## config.mk

```make
export PLATFORM = sky130hd
export DESIGN_NAME = dtm_test_access
export DESIGN_NICKNAME = d
export VERILOG_FILES = /design/src/design/dtm_pkg.sv /design/src/design/dtm_test_access.sv /design/src/design/dtm_core_mux.sv
export SDC_FILE = /design/constraint.sdc
export NUM_CORES = 1
export LEC_CHECK = 0
export ABC_AREA = 1
export BUFFER_PORTS_ARGS = -buffer_cell sky130_fd_sc_hd__buf_2
export CORE_MARGIN = 2
export CORE_UTILIZATION = 49
export CTS_CLUSTER_SIZE = 10
export DETAILED_ROUTE_END_ITERATION = 8
export GPL_ROUTABILITY_DRIVEN = 0
export PLACE_DENSITY_LB_ADDON = 0.08
export SYNTH_ARGS = -nofsm -noshare
export SYNTH_HDL_FRONTEND = slang
export SYNTH_SLANG_ARGS = --single-unit
```

## constraint.sdc

```tcl
create_clock -name mclk_in -period 2 [get_ports mclk_in]
set_input_delay 0.2 -clock mclk_in [delete_from_list [all_inputs] [get_ports mclk_in]]
set_output_delay 0.2 -clock mclk_in [all_outputs]
set_load 0.02 [all_outputs]
```

## src/design/dtm_pkg.sv

```systemverilog
// Shared constants and types for the DRAM test access block
package dtm_pkg;
  localparam int DTM_TDATA_W = 16;
  localparam int DTM_ADDR_W = 8;
  localparam int DTM_CMD_W = 4;
  localparam int DTM_LOAD_BANK_W = 4;
  localparam int DTM_MARGIN_W = 5;
  localparam int DTM_TDI_W = 4;
  localparam int DTM_ROW_W = 8;
  localparam int DTM_MAX_MODULES = 16;

  // Tester command codes
  localparam logic [3:0] DTM_TC_NOP = 4'h0;
  localparam logic [3:0] DTM_TC_LOAD_BANK = 4'h1;
  localparam logic [3:0] DTM_TC_LOAD_ROW = 4'h2;
  localparam logic [3:0] DTM_TC_LOAD_COL = 4'h3;
  localparam logic [3:0] DTM_TC_WRITE = 4'h4;
  localparam logic [3:0] DTM_TC_READ = 4'h5;
  localparam logic [3:0] DTM_TC_CORE_RAW = 4'h6;
  localparam logic [3:0] DTM_TC_SET_MARGIN = 4'h7;
  localparam logic [3:0] DTM_TC_SET_ROUTE = 4'h8;
  localparam logic [3:0] DTM_TC_SET_ENABLE = 4'h9;
  localparam logic [3:0] DTM_TC_CLEAR_FAIL = 4'hA;

  // Core command codes issued by the controller
  localparam logic [3:0] DTM_CORE_NOP = 4'h0;
  localparam logic [3:0] DTM_CORE_WRITE = 4'h4;
  localparam logic [3:0] DTM_CORE_READ = 4'h5;

  // Field positions inside tester_address for settings commands
  localparam int DTM_ROUTE_SRC_BIT = 0;
  localparam int DTM_ROUTE_CLK_BIT = 1;
  localparam int DTM_EN_CKE_BIT = 0;
  localparam int DTM_EN_OEN_BIT = 1;
  localparam int DTM_MARG_OFF_BIT = 5;
  localparam int DTM_REG_ON_BIT = 6;

  // Reset values
  localparam logic DTM_REG_ON_RST = 1'b1;
  localparam logic [4:0] DTM_MARGIN_RST = 5'h00;
  localparam logic DTM_MARG_OFF_RST = 1'b0;
  localparam logic DTM_TCKE_RST = 1'b1;
  localparam logic DTM_TOEN_RST = 1'b0;

  // Tester clock edges from read command to data compare
  localparam int DTM_READ_LAT = 2;

  typedef enum logic [1:0] {DTM_IDLE, DTM_WAIT, DTM_CHECK} dtm_state_t;
endpackage : dtm_pkg

```

## src/design/dtm_test_access.sv

```systemverilog
// Test controller and per-module core multiplexers for embedded DRAM
// Operation
// - Shared data pads: direction 1 means input, 0 means device drives out.
// - Fail flag is 1 after a detected failure, 0 when no error.
// - Controller reset is active low and holds the controller in reset.
// - Activate, burn-in select and march select inputs are active high.
// - Test select 0 routes core lines from custom logic, 1 from controller.
// - Clock select 0 uses functional clock, 1 uses tester clock.
// - Bank row and bank column outputs equal the 4-bit load-bank value.
// - Wafer burn-in mode always asserts master wordline select mode too.
// - Tester clock rising edges step the controller, which runs on mclk_in; the tester clock is also routed to the core.
// - Clock enable, output enable and both selects exist once per module.
// - Controller drives regulator on, 5-bit margin step, margin disable.
// - A block has 1024 columns by 256 rows over a 64-bit internal bus.
// - Functional data width is 16, 32, 64 or 128 bits.
// - Core clock enable at 0 stops the core clock; no automatic refresh.
module dtm_test_access
  import dtm_pkg::*;
#(
  parameter int MODULES = 1,
  parameter int DATA_W = 16,
  parameter int COL_W = 4,
  parameter int BANK_W = 4,
  parameter int READ_LAT = DTM_READ_LAT
)
(
  input wire logic mclk_in,
  input wire logic rst_in,
  input wire logic tester_clock_in,
  input wire logic test_ctrl_reset_n_in,
  input wire logic test_activate_in,
  input wire logic burn_in_select_in,
  input wire logic march_test_select_in,
  input wire logic test_pad_direction_in,
  input wire logic [dtm_pkg::DTM_TDATA_W-1:0] tester_data_in,
  input wire logic [dtm_pkg::DTM_ADDR_W-1:0] tester_address_in,
  input wire logic [dtm_pkg::DTM_CMD_W-1:0] tester_command_in,
  output logic [dtm_pkg::DTM_TDATA_W-1:0] tester_data_out,
  output logic tester_data_oe_out,
  output logic test_fail_flag_out,
  output logic regulator_on_out,
  output logic [dtm_pkg::DTM_MARGIN_W-1:0] margin_step_out,
  output logic margin_disable_out,
  output logic wafer_burnin_mode_out,
  output logic master_wordline_select_mode_out,
  output logic [BANK_W-1:0] test_bank_row_sel_out,
  output logic [BANK_W-1:0] test_bank_col_sel_out,
  input wire logic [dtm_pkg::DTM_TDATA_W-1:0] test_core_dout_in,
  input wire logic functional_clock_in,
  input wire logic [MODULES*4-1:0] func_cmd_in,
  input wire logic [MODULES*8-1:0] func_arow_in,
  input wire logic [MODULES*COL_W-1:0] func_acol_in,
  input wire logic [MODULES*BANK_W-1:0] func_brow_in,
  input wire logic [MODULES*BANK_W-1:0] func_bcol_in,
  input wire logic [MODULES*DATA_W-1:0] func_data_in,
  input wire logic [MODULES-1:0] core_clock_enable_in,
  input wire logic [MODULES-1:0] func_oen_in,
  output logic [MODULES-1:0] core_clock_out,
  output logic [MODULES*4-1:0] core_cmd_out,
  output logic [MODULES*8-1:0] core_arow_out,
  output logic [MODULES*COL_W-1:0] core_acol_out,
  output logic [MODULES*BANK_W-1:0] core_brow_out,
  output logic [MODULES*BANK_W-1:0] core_bcol_out,
  output logic [MODULES*DATA_W-1:0] core_data_out,
  output logic [MODULES-1:0] core_cke_out,
  output logic [MODULES-1:0] core_oen_n_out,
  output logic [MODULES-1:0] test_source_select_out,
  output logic [MODULES-1:0] core_clock_select_out,
  output logic [MODULES-1:0] test_clock_enable_out,
  output logic [MODULES-1:0] test_output_enable_n_out
);
  // Data width limited to 16, 32, 64 or 128 by the caller
  localparam int DATA_REP = DATA_W / DTM_TDI_W;

  logic ctl_rst;
  logic tck_reg;
  logic tc_en;
  logic cmd_take;
  logic [MODULES-1:0] mod_mask;
  logic [DTM_LOAD_BANK_W-1:0] bank_reg;
  logic [DTM_ROW_W-1:0] row_reg;
  logic [COL_W-1:0] col_reg;
  logic [DTM_TDI_W-1:0] tdi_reg;
  logic [3:0] test_cmd_reg;
  logic [DTM_TDATA_W-1:0] expect_reg;
  logic [1:0] lat_reg;
  logic fail_set;
  logic fail_clr;
  dtm_state_t state_reg;
  dtm_state_t state_next;

  // Controller held in reset by the chip reset or the tester reset
  assign ctl_rst = rst_in | ~test_ctrl_reset_n_in;

  // Tester clock rising edge as a one-cycle enable
  always_ff @(posedge mclk_in)
  begin
    if (rst_in)
      tck_reg <= 1'b0;
    else
      tck_reg <= tester_clock_in;
  end

  assign tc_en = tester_clock_in & ~tck_reg;
  assign cmd_take = tc_en & test_activate_in;
  assign mod_mask = tester_data_in[MODULES-1:0];

  // Pad direction: drive out only while direction select is 0
  always_ff @(posedge mclk_in)
  begin
    if (rst_in)
      tester_data_oe_out <= 1'b0;
    else
      tester_data_oe_out <= ~test_pad_direction_in;
  end

  // Address, bank and write data loaded by tester commands
  always_ff @(posedge mclk_in)
  begin
    if (ctl_rst)
    begin
      bank_reg <= '0;
      row_reg <= '0;
      col_reg <= '0;
      tdi_reg <= '0;
    end
    else if (cmd_take)
    begin
      unique case (tester_command_in)
        DTM_TC_LOAD_BANK:
          bank_reg <= tester_address_in[DTM_LOAD_BANK_W-1:0];
        DTM_TC_LOAD_ROW:
          row_reg <= tester_address_in;
        DTM_TC_LOAD_COL:
          col_reg <= tester_address_in[COL_W-1:0];
        DTM_TC_WRITE:
        begin
          tdi_reg <= tester_data_in[DTM_TDI_W-1:0];
          if (march_test_select_in)
            row_reg <= row_reg + 8'h01;
        end
        DTM_TC_READ:
        begin
          if (march_test_select_in)
            row_reg <= row_reg + 8'h01;
        end
        default:
        begin
        end
      endcase
    end
  end

  // Bank row and column both follow the loaded bank
  always_ff @(posedge mclk_in)
  begin
    if (ctl_rst)
    begin
      test_bank_row_sel_out <= '0;
      test_bank_col_sel_out <= '0;
    end
    else
    begin
      test_bank_row_sel_out <= bank_reg[BANK_W-1:0];
      test_bank_col_sel_out <= bank_reg[BANK_W-1:0];
    end
  end

  // Core command: one tester clock period per command, else no-op
  always_ff @(posedge mclk_in)
  begin
    if (ctl_rst)
      test_cmd_reg <= DTM_CORE_NOP;
    else if (tc_en)
    begin
      if (!test_activate_in)
        test_cmd_reg <= DTM_CORE_NOP;
      else if (tester_command_in == DTM_TC_WRITE)
        test_cmd_reg <= DTM_CORE_WRITE;
      else if (tester_command_in == DTM_TC_READ)
        test_cmd_reg <= DTM_CORE_READ;
      else if (tester_command_in == DTM_TC_CORE_RAW)
        test_cmd_reg <= tester_data_in[3:0];
      else
        test_cmd_reg <= DTM_CORE_NOP;
    end
  end

  // Read compare sequence, advanced by tester clock edges
  always_comb
  begin
    state_next = state_reg;
    unique case (state_reg)
      DTM_IDLE:
        if (cmd_take && tester_command_in == DTM_TC_READ)
          state_next = DTM_WAIT;
      DTM_WAIT:
        if (tc_en && lat_reg == 2'(READ_LAT - 1))
          state_next = DTM_CHECK;
      DTM_CHECK:
        state_next = DTM_IDLE;
    endcase
  end

  always_ff @(posedge mclk_in)
  begin
    if (ctl_rst)
    begin
      state_reg <= DTM_IDLE;
      lat_reg <= '0;
      expect_reg <= '0;
    end
    else
    begin
      state_reg <= state_next;
      if (state_reg == DTM_IDLE)
      begin
        lat_reg <= '0;
        expect_reg <= tester_data_in;
      end
      else if (state_reg == DTM_WAIT && tc_en)
        lat_reg <= lat_reg + 2'h1;
    end
  end

  // Read data returned to the tester
  always_ff @(posedge mclk_in)
  begin
    if (ctl_rst)
      tester_data_out <= '0;
    else if (state_reg == DTM_CHECK)
      tester_data_out <= test_core_dout_in;
  end

  // Sticky fail flag, a new failure wins over a clear
  assign fail_set = state_reg == DTM_CHECK && test_core_dout_in != expect_reg;
  assign fail_clr = cmd_take && tester_command_in == DTM_TC_CLEAR_FAIL;

  always_ff @(posedge mclk_in)
  begin
    if (ctl_rst)
      test_fail_flag_out <= 1'b0;
    else if (fail_set)
      test_fail_flag_out <= 1'b1;
    else if (fail_clr)
      test_fail_flag_out <= 1'b0;
  end

  // Regulator and margin controls
  always_ff @(posedge mclk_in)
  begin
    if (ctl_rst)
    begin
      regulator_on_out <= DTM_REG_ON_RST;
      margin_step_out <= DTM_MARGIN_RST;
      margin_disable_out <= DTM_MARG_OFF_RST;
    end
    else if (cmd_take && tester_command_in == DTM_TC_SET_MARGIN)
    begin
      regulator_on_out <= tester_address_in[DTM_REG_ON_BIT];
      margin_step_out <= tester_address_in[DTM_MARGIN_W-1:0];
      margin_disable_out <= tester_address_in[DTM_MARG_OFF_BIT];
    end
  end

  // Burn-in always brings master wordline select with it
  always_ff @(posedge mclk_in)
  begin
    if (ctl_rst)
    begin
      wafer_burnin_mode_out <= 1'b0;
      master_wordline_select_mode_out <= 1'b0;
    end
    else
    begin
      wafer_burnin_mode_out <= test_activate_in & burn_in_select_in;
      master_wordline_select_mode_out <=
        test_activate_in & burn_in_select_in;
    end
  end

  // Per-module route, clock, enable settings
  always_ff @(posedge mclk_in)
  begin
    if (ctl_rst || !test_activate_in)
    begin
      test_source_select_out <= '0;
      core_clock_select_out <= '0;
    end
    else if (cmd_take && tester_command_in == DTM_TC_SET_ROUTE)
    begin
      for (int i = 0; i < MODULES; i++)
      begin
        if (mod_mask[i])
        begin
          test_source_select_out[i] <=
            tester_address_in[DTM_ROUTE_SRC_BIT];
          core_clock_select_out[i] <=
            tester_address_in[DTM_ROUTE_CLK_BIT];
        end
      end
    end
  end

  always_ff @(posedge mclk_in)
  begin
    if (ctl_rst)
    begin
      test_clock_enable_out <= {MODULES{DTM_TCKE_RST}};
      test_output_enable_n_out <= {MODULES{DTM_TOEN_RST}};
    end
    else if (cmd_take && tester_command_in == DTM_TC_SET_ENABLE)
    begin
      for (int i = 0; i < MODULES; i++)
      begin
        if (mod_mask[i])
        begin
          test_clock_enable_out[i] <=
            tester_address_in[DTM_EN_CKE_BIT];
          test_output_enable_n_out[i] <=
            tester_address_in[DTM_EN_OEN_BIT];
        end
      end
    end
  end

  // One multiplexer per attached memory module
  for (genvar m = 0; m < MODULES; m++)
  begin : g_mod
    dtm_core_mux #(
      .DATA_W(DATA_W),
      .COL_W(COL_W),
      .BANK_W(BANK_W)
    ) u_mux (
      .mclk_in(mclk_in),
      .rst_in(rst_in),
      .test_sel_in(test_source_select_out[m]),
      .clk_sel_in(core_clock_select_out[m]),
      .functional_clock_in(functional_clock_in),
      .tester_clock_in(tester_clock_in),
      .func_cmd_in(func_cmd_in[m*4 +: 4]),
      .func_arow_in(func_arow_in[m*8 +: 8]),
      .func_acol_in(func_acol_in[m*COL_W +: COL_W]),
      .func_brow_in(func_brow_in[m*BANK_W +: BANK_W]),
      .func_bcol_in(func_bcol_in[m*BANK_W +: BANK_W]),
      .func_data_in(func_data_in[m*DATA_W +: DATA_W]),
      .func_cke_in(core_clock_enable_in[m]),
      .func_oen_in(func_oen_in[m]),
      .test_cmd_in(test_cmd_reg),
      .test_arow_in(row_reg),
      .test_acol_in(col_reg),
      .test_brow_in(test_bank_row_sel_out),
      .test_bcol_in(test_bank_col_sel_out),
      .test_data_in({DATA_REP{tdi_reg}}),
      .test_cke_in(test_clock_enable_out[m]),
      .test_oen_in(test_output_enable_n_out[m]),
      .core_clock_out(core_clock_out[m]),
      .core_cmd_out(core_cmd_out[m*4 +: 4]),
      .core_arow_out(core_arow_out[m*8 +: 8]),
      .core_acol_out(core_acol_out[m*COL_W +: COL_W]),
      .core_brow_out(core_brow_out[m*BANK_W +: BANK_W]),
      .core_bcol_out(core_bcol_out[m*BANK_W +: BANK_W]),
      .core_data_out(core_data_out[m*DATA_W +: DATA_W]),
      .core_cke_out(core_cke_out[m]),
      .core_oen_n_out(core_oen_n_out[m])
    );
  end
endmodule : dtm_test_access

```

## src/design/dtm_core_mux.sv

```systemverilog
// Per-module source and clock selection for one DRAM core
module dtm_core_mux
  import dtm_pkg::*;
#(
  parameter int DATA_W = 16,
  parameter int COL_W = 4,
  parameter int BANK_W = 4
)
(
  input wire logic mclk_in,
  input wire logic rst_in,
  input wire logic test_sel_in,
  input wire logic clk_sel_in,
  input wire logic functional_clock_in,
  input wire logic tester_clock_in,
  input wire logic [3:0] func_cmd_in,
  input wire logic [7:0] func_arow_in,
  input wire logic [COL_W-1:0] func_acol_in,
  input wire logic [BANK_W-1:0] func_brow_in,
  input wire logic [BANK_W-1:0] func_bcol_in,
  input wire logic [DATA_W-1:0] func_data_in,
  input wire logic func_cke_in,
  input wire logic func_oen_in,
  input wire logic [3:0] test_cmd_in,
  input wire logic [7:0] test_arow_in,
  input wire logic [COL_W-1:0] test_acol_in,
  input wire logic [BANK_W-1:0] test_brow_in,
  input wire logic [BANK_W-1:0] test_bcol_in,
  input wire logic [DATA_W-1:0] test_data_in,
  input wire logic test_cke_in,
  input wire logic test_oen_in,
  output logic core_clock_out,
  output logic [3:0] core_cmd_out,
  output logic [7:0] core_arow_out,
  output logic [COL_W-1:0] core_acol_out,
  output logic [BANK_W-1:0] core_brow_out,
  output logic [BANK_W-1:0] core_bcol_out,
  output logic [DATA_W-1:0] core_data_out,
  output logic core_cke_out,
  output logic core_oen_n_out
);
  // Clock source select
  always_ff @(posedge mclk_in)
  begin
    if (rst_in)
      core_clock_out <= 1'b0;
    else
      core_clock_out <= clk_sel_in ? tester_clock_in : functional_clock_in;
  end

  // Command, address, data and control source select
  always_ff @(posedge mclk_in)
  begin
    if (rst_in)
    begin
      core_cmd_out <= DTM_CORE_NOP;
      core_arow_out <= '0;
      core_acol_out <= '0;
      core_brow_out <= '0;
      core_bcol_out <= '0;
      core_data_out <= '0;
      core_cke_out <= 1'b0;
      core_oen_n_out <= 1'b1;
    end
    else if (test_sel_in)
    begin
      core_cmd_out <= test_cmd_in;
      core_arow_out <= test_arow_in;
      core_acol_out <= test_acol_in;
      core_brow_out <= test_brow_in;
      core_bcol_out <= test_bcol_in;
      core_data_out <= test_data_in;
      core_cke_out <= test_cke_in;
      core_oen_n_out <= test_oen_in;
    end
    else
    begin
      core_cmd_out <= func_cmd_in;
      core_arow_out <= func_arow_in;
      core_acol_out <= func_acol_in;
      core_brow_out <= func_brow_in;
      core_bcol_out <= func_bcol_in;
      core_data_out <= func_data_in;
      core_cke_out <= func_cke_in;
      core_oen_n_out <= func_oen_in;
    end
  end
endmodule : dtm_core_mux

```

* Word level (Yosys, flattened, before mapping)
Index checks and enable logic that the tools add are counted.
** Storage, ports and cells
- Register bits after elaboration :: 122
- Bits of input ports :: 95
** Operators by class
- Add/subtract/negate cells :: 2
- Equality and inequality tests :: 17
- Muxes and demuxes :: 20
- Bitwise logic cells :: 7
- Reduce and logical (&&, ||, !) cells :: 22
** Operator list (number)
- $mux 4 :: 8
- $eq 4x3->1 const B :: 4
- $mux 16 :: 1
- $mux 8 :: 2
- $ne 16x16->1 :: 1
- $pmux 8 s2 :: 1
- $eq 4x4->1 const B :: 3
- $reduce_and 2->1 :: 6
- $add 8x1->8 const B :: 1
- $eq 4x2->1 const B :: 2
- $logic_and 1x1->1 :: 8
- $pmux 2 s3 :: 1
- $mux 1 :: 5
- $eq 2x1->1 const B :: 2
- $eq 4x1->1 const B :: 1
- $mux 2 :: 2
- $ne 2x2->1 const B :: 2
- $reduce_bool 2->1 :: 2
- $reduce_or 2->1 :: 2
- $and 1x1->1 :: 3
- $not 1->1 :: 3
- $reduce_and 3->1 :: 1
- $add 2x1->2 const B :: 1
- $eq 2x2->1 const B :: 1
- other kinds (5) :: 5

* Longest topological paths before layout
Gate-level depths: netlist (run 1).
- Depth after elaboration :: 6
- Mapped depth :: 9

* Cells and area by module
A second synthesis (run 1) with hierarchy kept.
** Second synthesis, totals
- Cells, all modules :: 756
- Area total of the unflattened synthesis :: 5262.5 um^2
** By module, submodules not included
- dtm_test_access :: times used 1, cells an instance 485, area an instance 3512.1 um^2, seq. area each 1581.5 um^2
- dtm_core_mux :: times used 1, cells an instance 271, area an instance 1750.4 um^2, seq. area each 860.8 um^2

* Least setup slack after synthesis (run 1)
OpenSTA, ideal clock, no wires.
- Path kind :: reg2reg
- From :: register state_reg[0]
- To :: register expect_reg[10]
- Setup time :: 133 ps
- Data arrival time :: 1303 ps
- Slack :: 565 ps
- Cell stages (with the launch flop) :: 7
- Buffers on the path :: 2
- Period minus slack after synthesis :: 1435 ps
- Path through :: dfxtp_1 inv_1 ha_1 inv_1 clkbuf_1 clkbuf_1 a21oi_1
** On the way
- Cells in the longest elaborated chain, start to end :: 1
** RTL lines
- start, declared :: line dtm_test_access.sv:89 : dtm_state_t state_reg;
- start signal, assigned :: line dtm_test_access.sv:215 : state_reg <= state_next;
- $logic_not 2->1 :: line dtm_test_access.sv:216 : if (state_reg == DTM_IDLE)
- end signal, assigned :: line dtm_test_access.sv:219 : expect_reg <= tester_data_in;
- end, declared :: line dtm_test_access.sv:85 : logic [DTM_TDATA_W-1:0] expect_reg;
Every way passes these cells.
A chain may end at the register's enable or synchronous reset.

* Worst setup path after layout (run 1)
- From :: register test_source_select_out
- To :: output test_source_select_out
** RTL lines
- start, declared :: line dtm_test_access.sv:67 : output logic [MODULES-1:0] test_source_select_out,
- start signal, assigned by index :: line dtm_test_access.sv:296 : test_source_select_out[i] <=
No word-level cell between the ends.

==> flow_summary.json, run 1 <==
{
  "post_dp_cell_area_mm2": 0.00583,
  "cp_max_fo": 19,
  "clockRootBuffer": "clkbuf_8",
  "endpoint_kind": "output port",
  "ys_warn_count": 0,
  "ir_drop_mv": 0.483,
  "cp_slowest_cell": "dfxtp_1",
  "ys.flop_type": "dfxtp_1",
  "dp_hpwl_um": 9570,
  "ys_top_cells_by_area": "dfxtp_1 50%, nand2_1 10%, a21oi_1 9.2%, o21ai_0 8.4%, nor2_1 5.5%",
  "synthTopCellsByCount": "132 x nand2_1, 122 x dfxtp_1, 89 x a21oi_1",
  "cp.required_ns": 1.80,
  "maxCapViolCount": 0,
  "crit_cells": 3,
  "critical_path_buf_inv_count": 3,
  "min_path_type": "in2reg",
  "setup_viol": 0,
  "cts.sinks": 122,
  "worstMarginPinSlew_ns": 0.593,
  "dr.pass1.iters": 5,
  "worstSetupStartpointType": "flip-flop",
  "syn_area_mm2": 0.00486,
  "setup.worst_path.start": "test_source_select_out",
  "synth_simple_gate_area_share_pct": 19.7,
  "arrival_ns": 1.46,
  "fp.coreArea_mm2": 0.00968,
  "drive_above_1_share_pct": 26.6,
  "synth_fa_ha_area_share_pct": 1.54,
  "synth_fp_nets": 747,
  "nNetsFinal": 1003,
  "syn_to_final_growth_pct": 49.5,
  "grt_max_degree": 41,
  "whs_path_depth": 3,
  "yosys.area.top_type": "dfxtp_1",
  "final_util_pct": 75.1,
  "clkSlewWorstSetupHoldPaths_ns": 0.06,
  "finalCriticalPeriod_ns": 1.66,
  "h-tree-depth": 4,
  "hold_viol_final": 0,
  "synth_edf_count": 0,
  "synth_xor_xnor_area_share_pct": 0.180,
  "fin_skew_ns": 0.00465,
  "synth_compound_area_share_pct": 19.7,
  "synth_top_family_by_area": "compound AO/OA/AOI/OAI gates",
  "ys_seq_area_share_pct": 50.2,
  "crit_type": "reg2out",
  "die_y_um": 104,
  "wl_per_cell_um": 13.9,
  "vias": 5151,
  "drc": 0,
  "die_area_mm2": 0.0107,
  "muxShareOfSynthArea_pct": 0,
  "initial_core_util_pct": 50.2,
  "synth_top_area_share_pct": 50.2,
  "num_antenna_cells": 0,
  "reg2reg_depth": 6,
  "cts_tree": "done",
  "synth_seq_cells": 122,
  "drv_slew": 0,
  "r2r_setup_slack_ns": 0.50,
  "numCtsBuffers": 17,
  "cts_max_path_buffers": 2,
  "grt_pass1_wl_um": 23600,
  "netlist_instances": 646,
  "max_slew_margin_pct": 60.4,
  "rsz0062_at_grt": "no",
  "io_pins": 177,
  "crit_chain": "buf_4 > buf_4 > buf_2",
  "p_leak_nw": 3.52,
  "slowest_delay_ns": 0.30,
  "grt_pass1_vias": 4999,
  "stdcell_area_mm2": 0.00727,
  "die_x_um": 104,
  "worstHoldStart": "tester_address_in[0]",
  "routed_via_density": 4.92,
  "power.density_mw_per_mm2": 863,
  "status": "finished, final reports clean",
  "antenna_found_initial": 0,
  "async_reset_ff_share_pct": 0,
  "grt_use_total_pct": 27.1,
  "tns_ns": 0,
  "syn_area_per_cell_um2": 7.53,
  "fmax_mhz": 601,
  "overflow": 0,
  "row_count": 36,
  "totalPowerFinal_mw": 6.28,
  "synthDistinctLibCells": 30,
  "postCtsResizedCells": 0,
  "clock_latency_ns": 0.52,
  "antenna_left": 0,
  "fin_crit_sh_pct": 83.2,
  "yosysMostFrequentCell": "nand2_1",
  "cp_top_family": "buffers and inverters",
  "crit_path_frequent_cell": "buf_4",
  "reg2reg_from": "state_reg[0]",
  "io_buffer_count": 176,
  "drt_iter0_markers": 255,
  "drt_wl_total_um": 14600
}
==> layer usage <==
metal | wire, um | share of wire [%] | up-vias | GRT usage [%]
met1 | 6170 | 42 | 2364 | 32.4
met4 | 254 | 1.7 | 0 | 10.3
met5 | 0 | 0 | - | 0
met3 | 836 | 5.7 | 27 | 6.80
li1 | - | - | 2581 | -
met2 | 7320 | 50 | 179 | 46.9
==> layout by cell type (no fill, tap or decap), types with 2 or more instances in the layout <==
cell,netlist,layout
nand3_1,10,10
dlygate4sd3_1,0,83
a21oi_2,2,2
or2_2,3,3
bufinv_16,0,4
buf_2,8,176
buf_4,6,8
nand2_2,6,6
inv_1,67,67
clkinv_2,0,4
nand2_1,132,132
clkinv_4,0,5
inv_2,6,6
nor2_1,71,71
ha_1,6,6
a21oi_1,89,89
a211oi_1,2,2
dfxtp_1,122,122
o211ai_1,2,2
nand2_4,2,2
clkbuf_16,0,16
o21ai_0,82,82
nor2_4,4,4
==> cells by family after synthesis <==
logic type / count (synthesis)
DFF: 122
and+or+nand+nor: 231
xor gates and xnor gates: 1
buffers and inverters: 103
adders and majority gates: 6
AOI/OAI and AO/OA: 183
==> final cells by class <==
cell class	count	area, um2
Clock inverter	15	200
Clock buffer	17	414
Fill cell	713	2410
Inverter	73	274
Multi-Input combinational cell	421	2000
Timing Repair Buffer	267	1770
Sequential cell	122	2440
Tap cell	133	166
==> what timing repair did <==
action	in CTS	in global routing
hold buffers	83	0
setup buffers	0	0
hold endpoints to repair	86	0
==> path summary, 6_finish.rpt <==
check | to
worst max-delay path | test_source_select_out
worst min-delay path | bank_reg[0]
worst max register to register | lat_reg[1]
worst min register to register | test_bank_col_sel_out[1]
==> tightest hold or removal path, stage by stage <==
cell and delay, ns:
buf_2 0.12, o21ai_0 0.09, a21oi_1 0.10
==> stage by stage <==
stage                     hold WS, ns  std cells  worst slack, ns
after floorplan                 0.272        646            0.565
after global placement          0.369        933            0.538
after detailed placement        0.377        933            0.452
after CTS                      0.0187       1048            0.327
after global routing           0.0339       1048            0.283
final                          0.0365       1048            0.336
==> power by group <==
group          total [mW]  switching [mW]  internal, mW
sequential           2.53          0.0257          2.50
clock                3.14            1.11          2.02
combinational       0.613           0.327         0.286
(Power assumes the default switching activity.)
==> inputs of run 2 (changes only) <==
--- a/config.mk
+++ b/config.mk
@@ -8,7 +8,7 @@
 export ABC_AREA = 1
 export BUFFER_PORTS_ARGS = -buffer_cell sky130_fd_sc_hd__buf_2
 export CORE_MARGIN = 2
-export CORE_UTILIZATION = 49
+export CORE_UTILIZATION = 44
 export CTS_CLUSTER_SIZE = 10
 export DETAILED_ROUTE_END_ITERATION = 8
 export GPL_ROUTABILITY_DRIVEN = 0
==> constraint.sdc (replaced) <==
create_clock -name mclk_in -period 1.5 [get_ports mclk_in]
set_input_delay 0.15 -clock mclk_in [delete_from_list [all_inputs] [get_ports mclk_in]]
set_output_delay 0.15 -clock mclk_in [all_outputs]
set_load 0.02 [all_outputs]
==> flow_summary.json, run 2 (same netlist as run 1, synthesis figures left out) <==
{
  "worstSetupStartpointType": "flip-flop",
  "min_path_type": "in2reg",
  "dp_hpwl_um": 9460,
  "arrival_ns": 1.25,
  "clockRootBuffer": "clkbuf_8",
  "final_util_pct": 67.1,
  "fp.coreArea_mm2": 0.0108,
  "drt_wl_total_um": 14200,
  "highest_layer": "met4",
  "overflow": 0,
  "fin_crit_sh_pct": 93.0,
  "status": "finished, final reports clean",
  "ir_drop_mv": 0.686,
  "rsz0062_at_grt": "yes",
  "grt_max_degree": 62,
  "drive_above_1_share_pct": 26.2,
  "wl_per_cell_um": 13.5,
  "dp_cells": 939,
  "post_dp_cell_area_mm2": 0.00585,
  "grt_pass1_wl_um": 22100,
  "layout_commonest_cell": "buf_2",
  "wl_met1_um": 6260,
  "final_cell_mix": "176 x buf_2, 132 x nand2_1, 121 x dfxtp_1, 89 x a21oi_1, 85 x dlygate4sd3_1",
  "dr.pass1.iters": 4,
  "cts.sinks": 122,
  "p_leak_nw": 3.49,
  "hold_viol_final": 0,
  "power.density_mw_per_mm2": 1060,
  "die_x_um": 109,
  "antenna_left": 0,
  "wl_met2_um": 6830,
  "nFillCells": 886,
  "max_slew_margin_pct": 58.8,
  "row_count": 38,
  "io_buffer_count": 176,
  "grt_use_total_pct": 24.1,
  "worstMarginPinSlew_ns": 0.617,
  "vias": 5041,
  "die_area_mm2": 0.0119,
  "clkSlewWorstSetupHoldPaths_ns": 0.05,
  "finalCriticalPeriod_ns": 1.40,
  "io_pins": 177,
  "maxCapViolCount": 0,
  "whs_ns": 0.0436,
  "stdcell_area_mm2": 0.00725,
  "cp_slowest_cell": "dfxtp_2",
  "clock_latency_ns": 0.52,
  "die_y_um": 109,
  "cts_setup_buffers": 0,
  "slowest_delay_ns": 0.39,
  "crit_chain": "buf_12 > buf_2",
  "nNetsFinal": 1005,
  "num_antenna_cells": 0,
  "route.met3.wl_um": 904,
  "setup_viol": 0,
  "drt_iter0_markers": 264,
  "cts_tree": "done",
  "drv_slew": 0,
  "fmax_mhz": 717,
  "routed_via_density": 4.79,
  "final_cells": 1052,
  "cp_max_fo": 17,
  "drc": 0,
  "grt_pass1_vias": 4862,
  "syn_to_final_growth_pct": 49.0,
  "totalPowerFinal_mw": 7.66,
  "crit_type": "reg2out",
  "fin_skew_ns": 0.00683,
  "cts_max_path_buffers": 2,
  "numCtsBuffers": 17,
  "cp.required_ns": 1.35,
  "h-tree-depth": 4,
  "antenna_found_initial": 0,
  "initial_core_util_pct": 45.1,
  "endpoint_kind": "output port"
}
==> run 2: changes by cell type in the layout (fill, tap and decap cells not counted), moves of 2 or more <==
cell	delta
clkbuf_1	+3
clkbuf_8	+4
dlygate4sd3_1	+2
bufinv_16	-4
clkinv_4	-5
buf_4	-4
clkinv_2	-2
buf_12	+3
==> run 2: final cells by class <==
class / instances / area, um2 / share of cell area (%)
clock buffers: 24 / 480 / 6.63
clock inverters: 3 / 17.5 / 0.242
inverters: 73 / 274 / 3.78
multi-input cells: 421 / 2010 / 27.7
flip-flops and latches: 122 / 2440 / 33.7
well taps: 140 / 175 / 2.42
repair buffers: 269 / 1850 / 25.5
==> run 2: metrics by stage <==
stage / TNS, ns / setup slack, ns
2_1_floorplan: 0 / 0.0649
3_3_place_gp: 0 / 0.171
3_5_place_dp: 0 / 0.122
4_1_cts: 0 / 0.00298
5_1_grt: -0.0176 / -0.0176
6_report: 0 / 0.105
==> run 2: what timing repair did <==
item                                    in CTS  in global routing
cloned                                       0                  1
hold buffers                                85                  0
hold endpoints to repair                    94                  0
resized for setup                            1                  6
endpoints found under the setup margin       1                  5
==> run 2: power breakdown <==
group | total [mW] | leakage [nW] | switching, mW | internal, mW
Clock | 3.46 | 0.245 | 1.31 | 2.15
Combinational | 0.824 | 2.24 | 0.433 | 0.391
Sequential | 3.37 | 0.999 | 0.0309 | 3.34
Total | 7.66 | 3.49 | 1.78 | 5.88
==> run 2: path summary, 6_finish.rpt <==
check	from	to	slack [ns]	cells after the start
setup / recovery	test_source_select_out	test_source_select_out	0.10	2
hold / removal	tester_address_in[1]	margin_step_out[1]	0.04	3
setup reg to reg	state_reg[1]	expect_reg[14]	0.12	6
hold reg to reg	bank_reg[2]	test_bank_col_sel_out[2]	0.44	2
==> run 2: worst max-delay path, delay by kind of cell, from the launching register on <==
kind / cells / cell delay, ns
buffers and inverters: 2 / 0.34
DFF: 1 / 0.39
==> run 2: routing by layer <==
metal / track usage [%] / vias to the layer above
li1: - / 2589
met1: 29.6 / 2280
met2: 40.6 / 157
met3: 6.34 / 15
met4: 8.61 / 0
met5: 0 / -
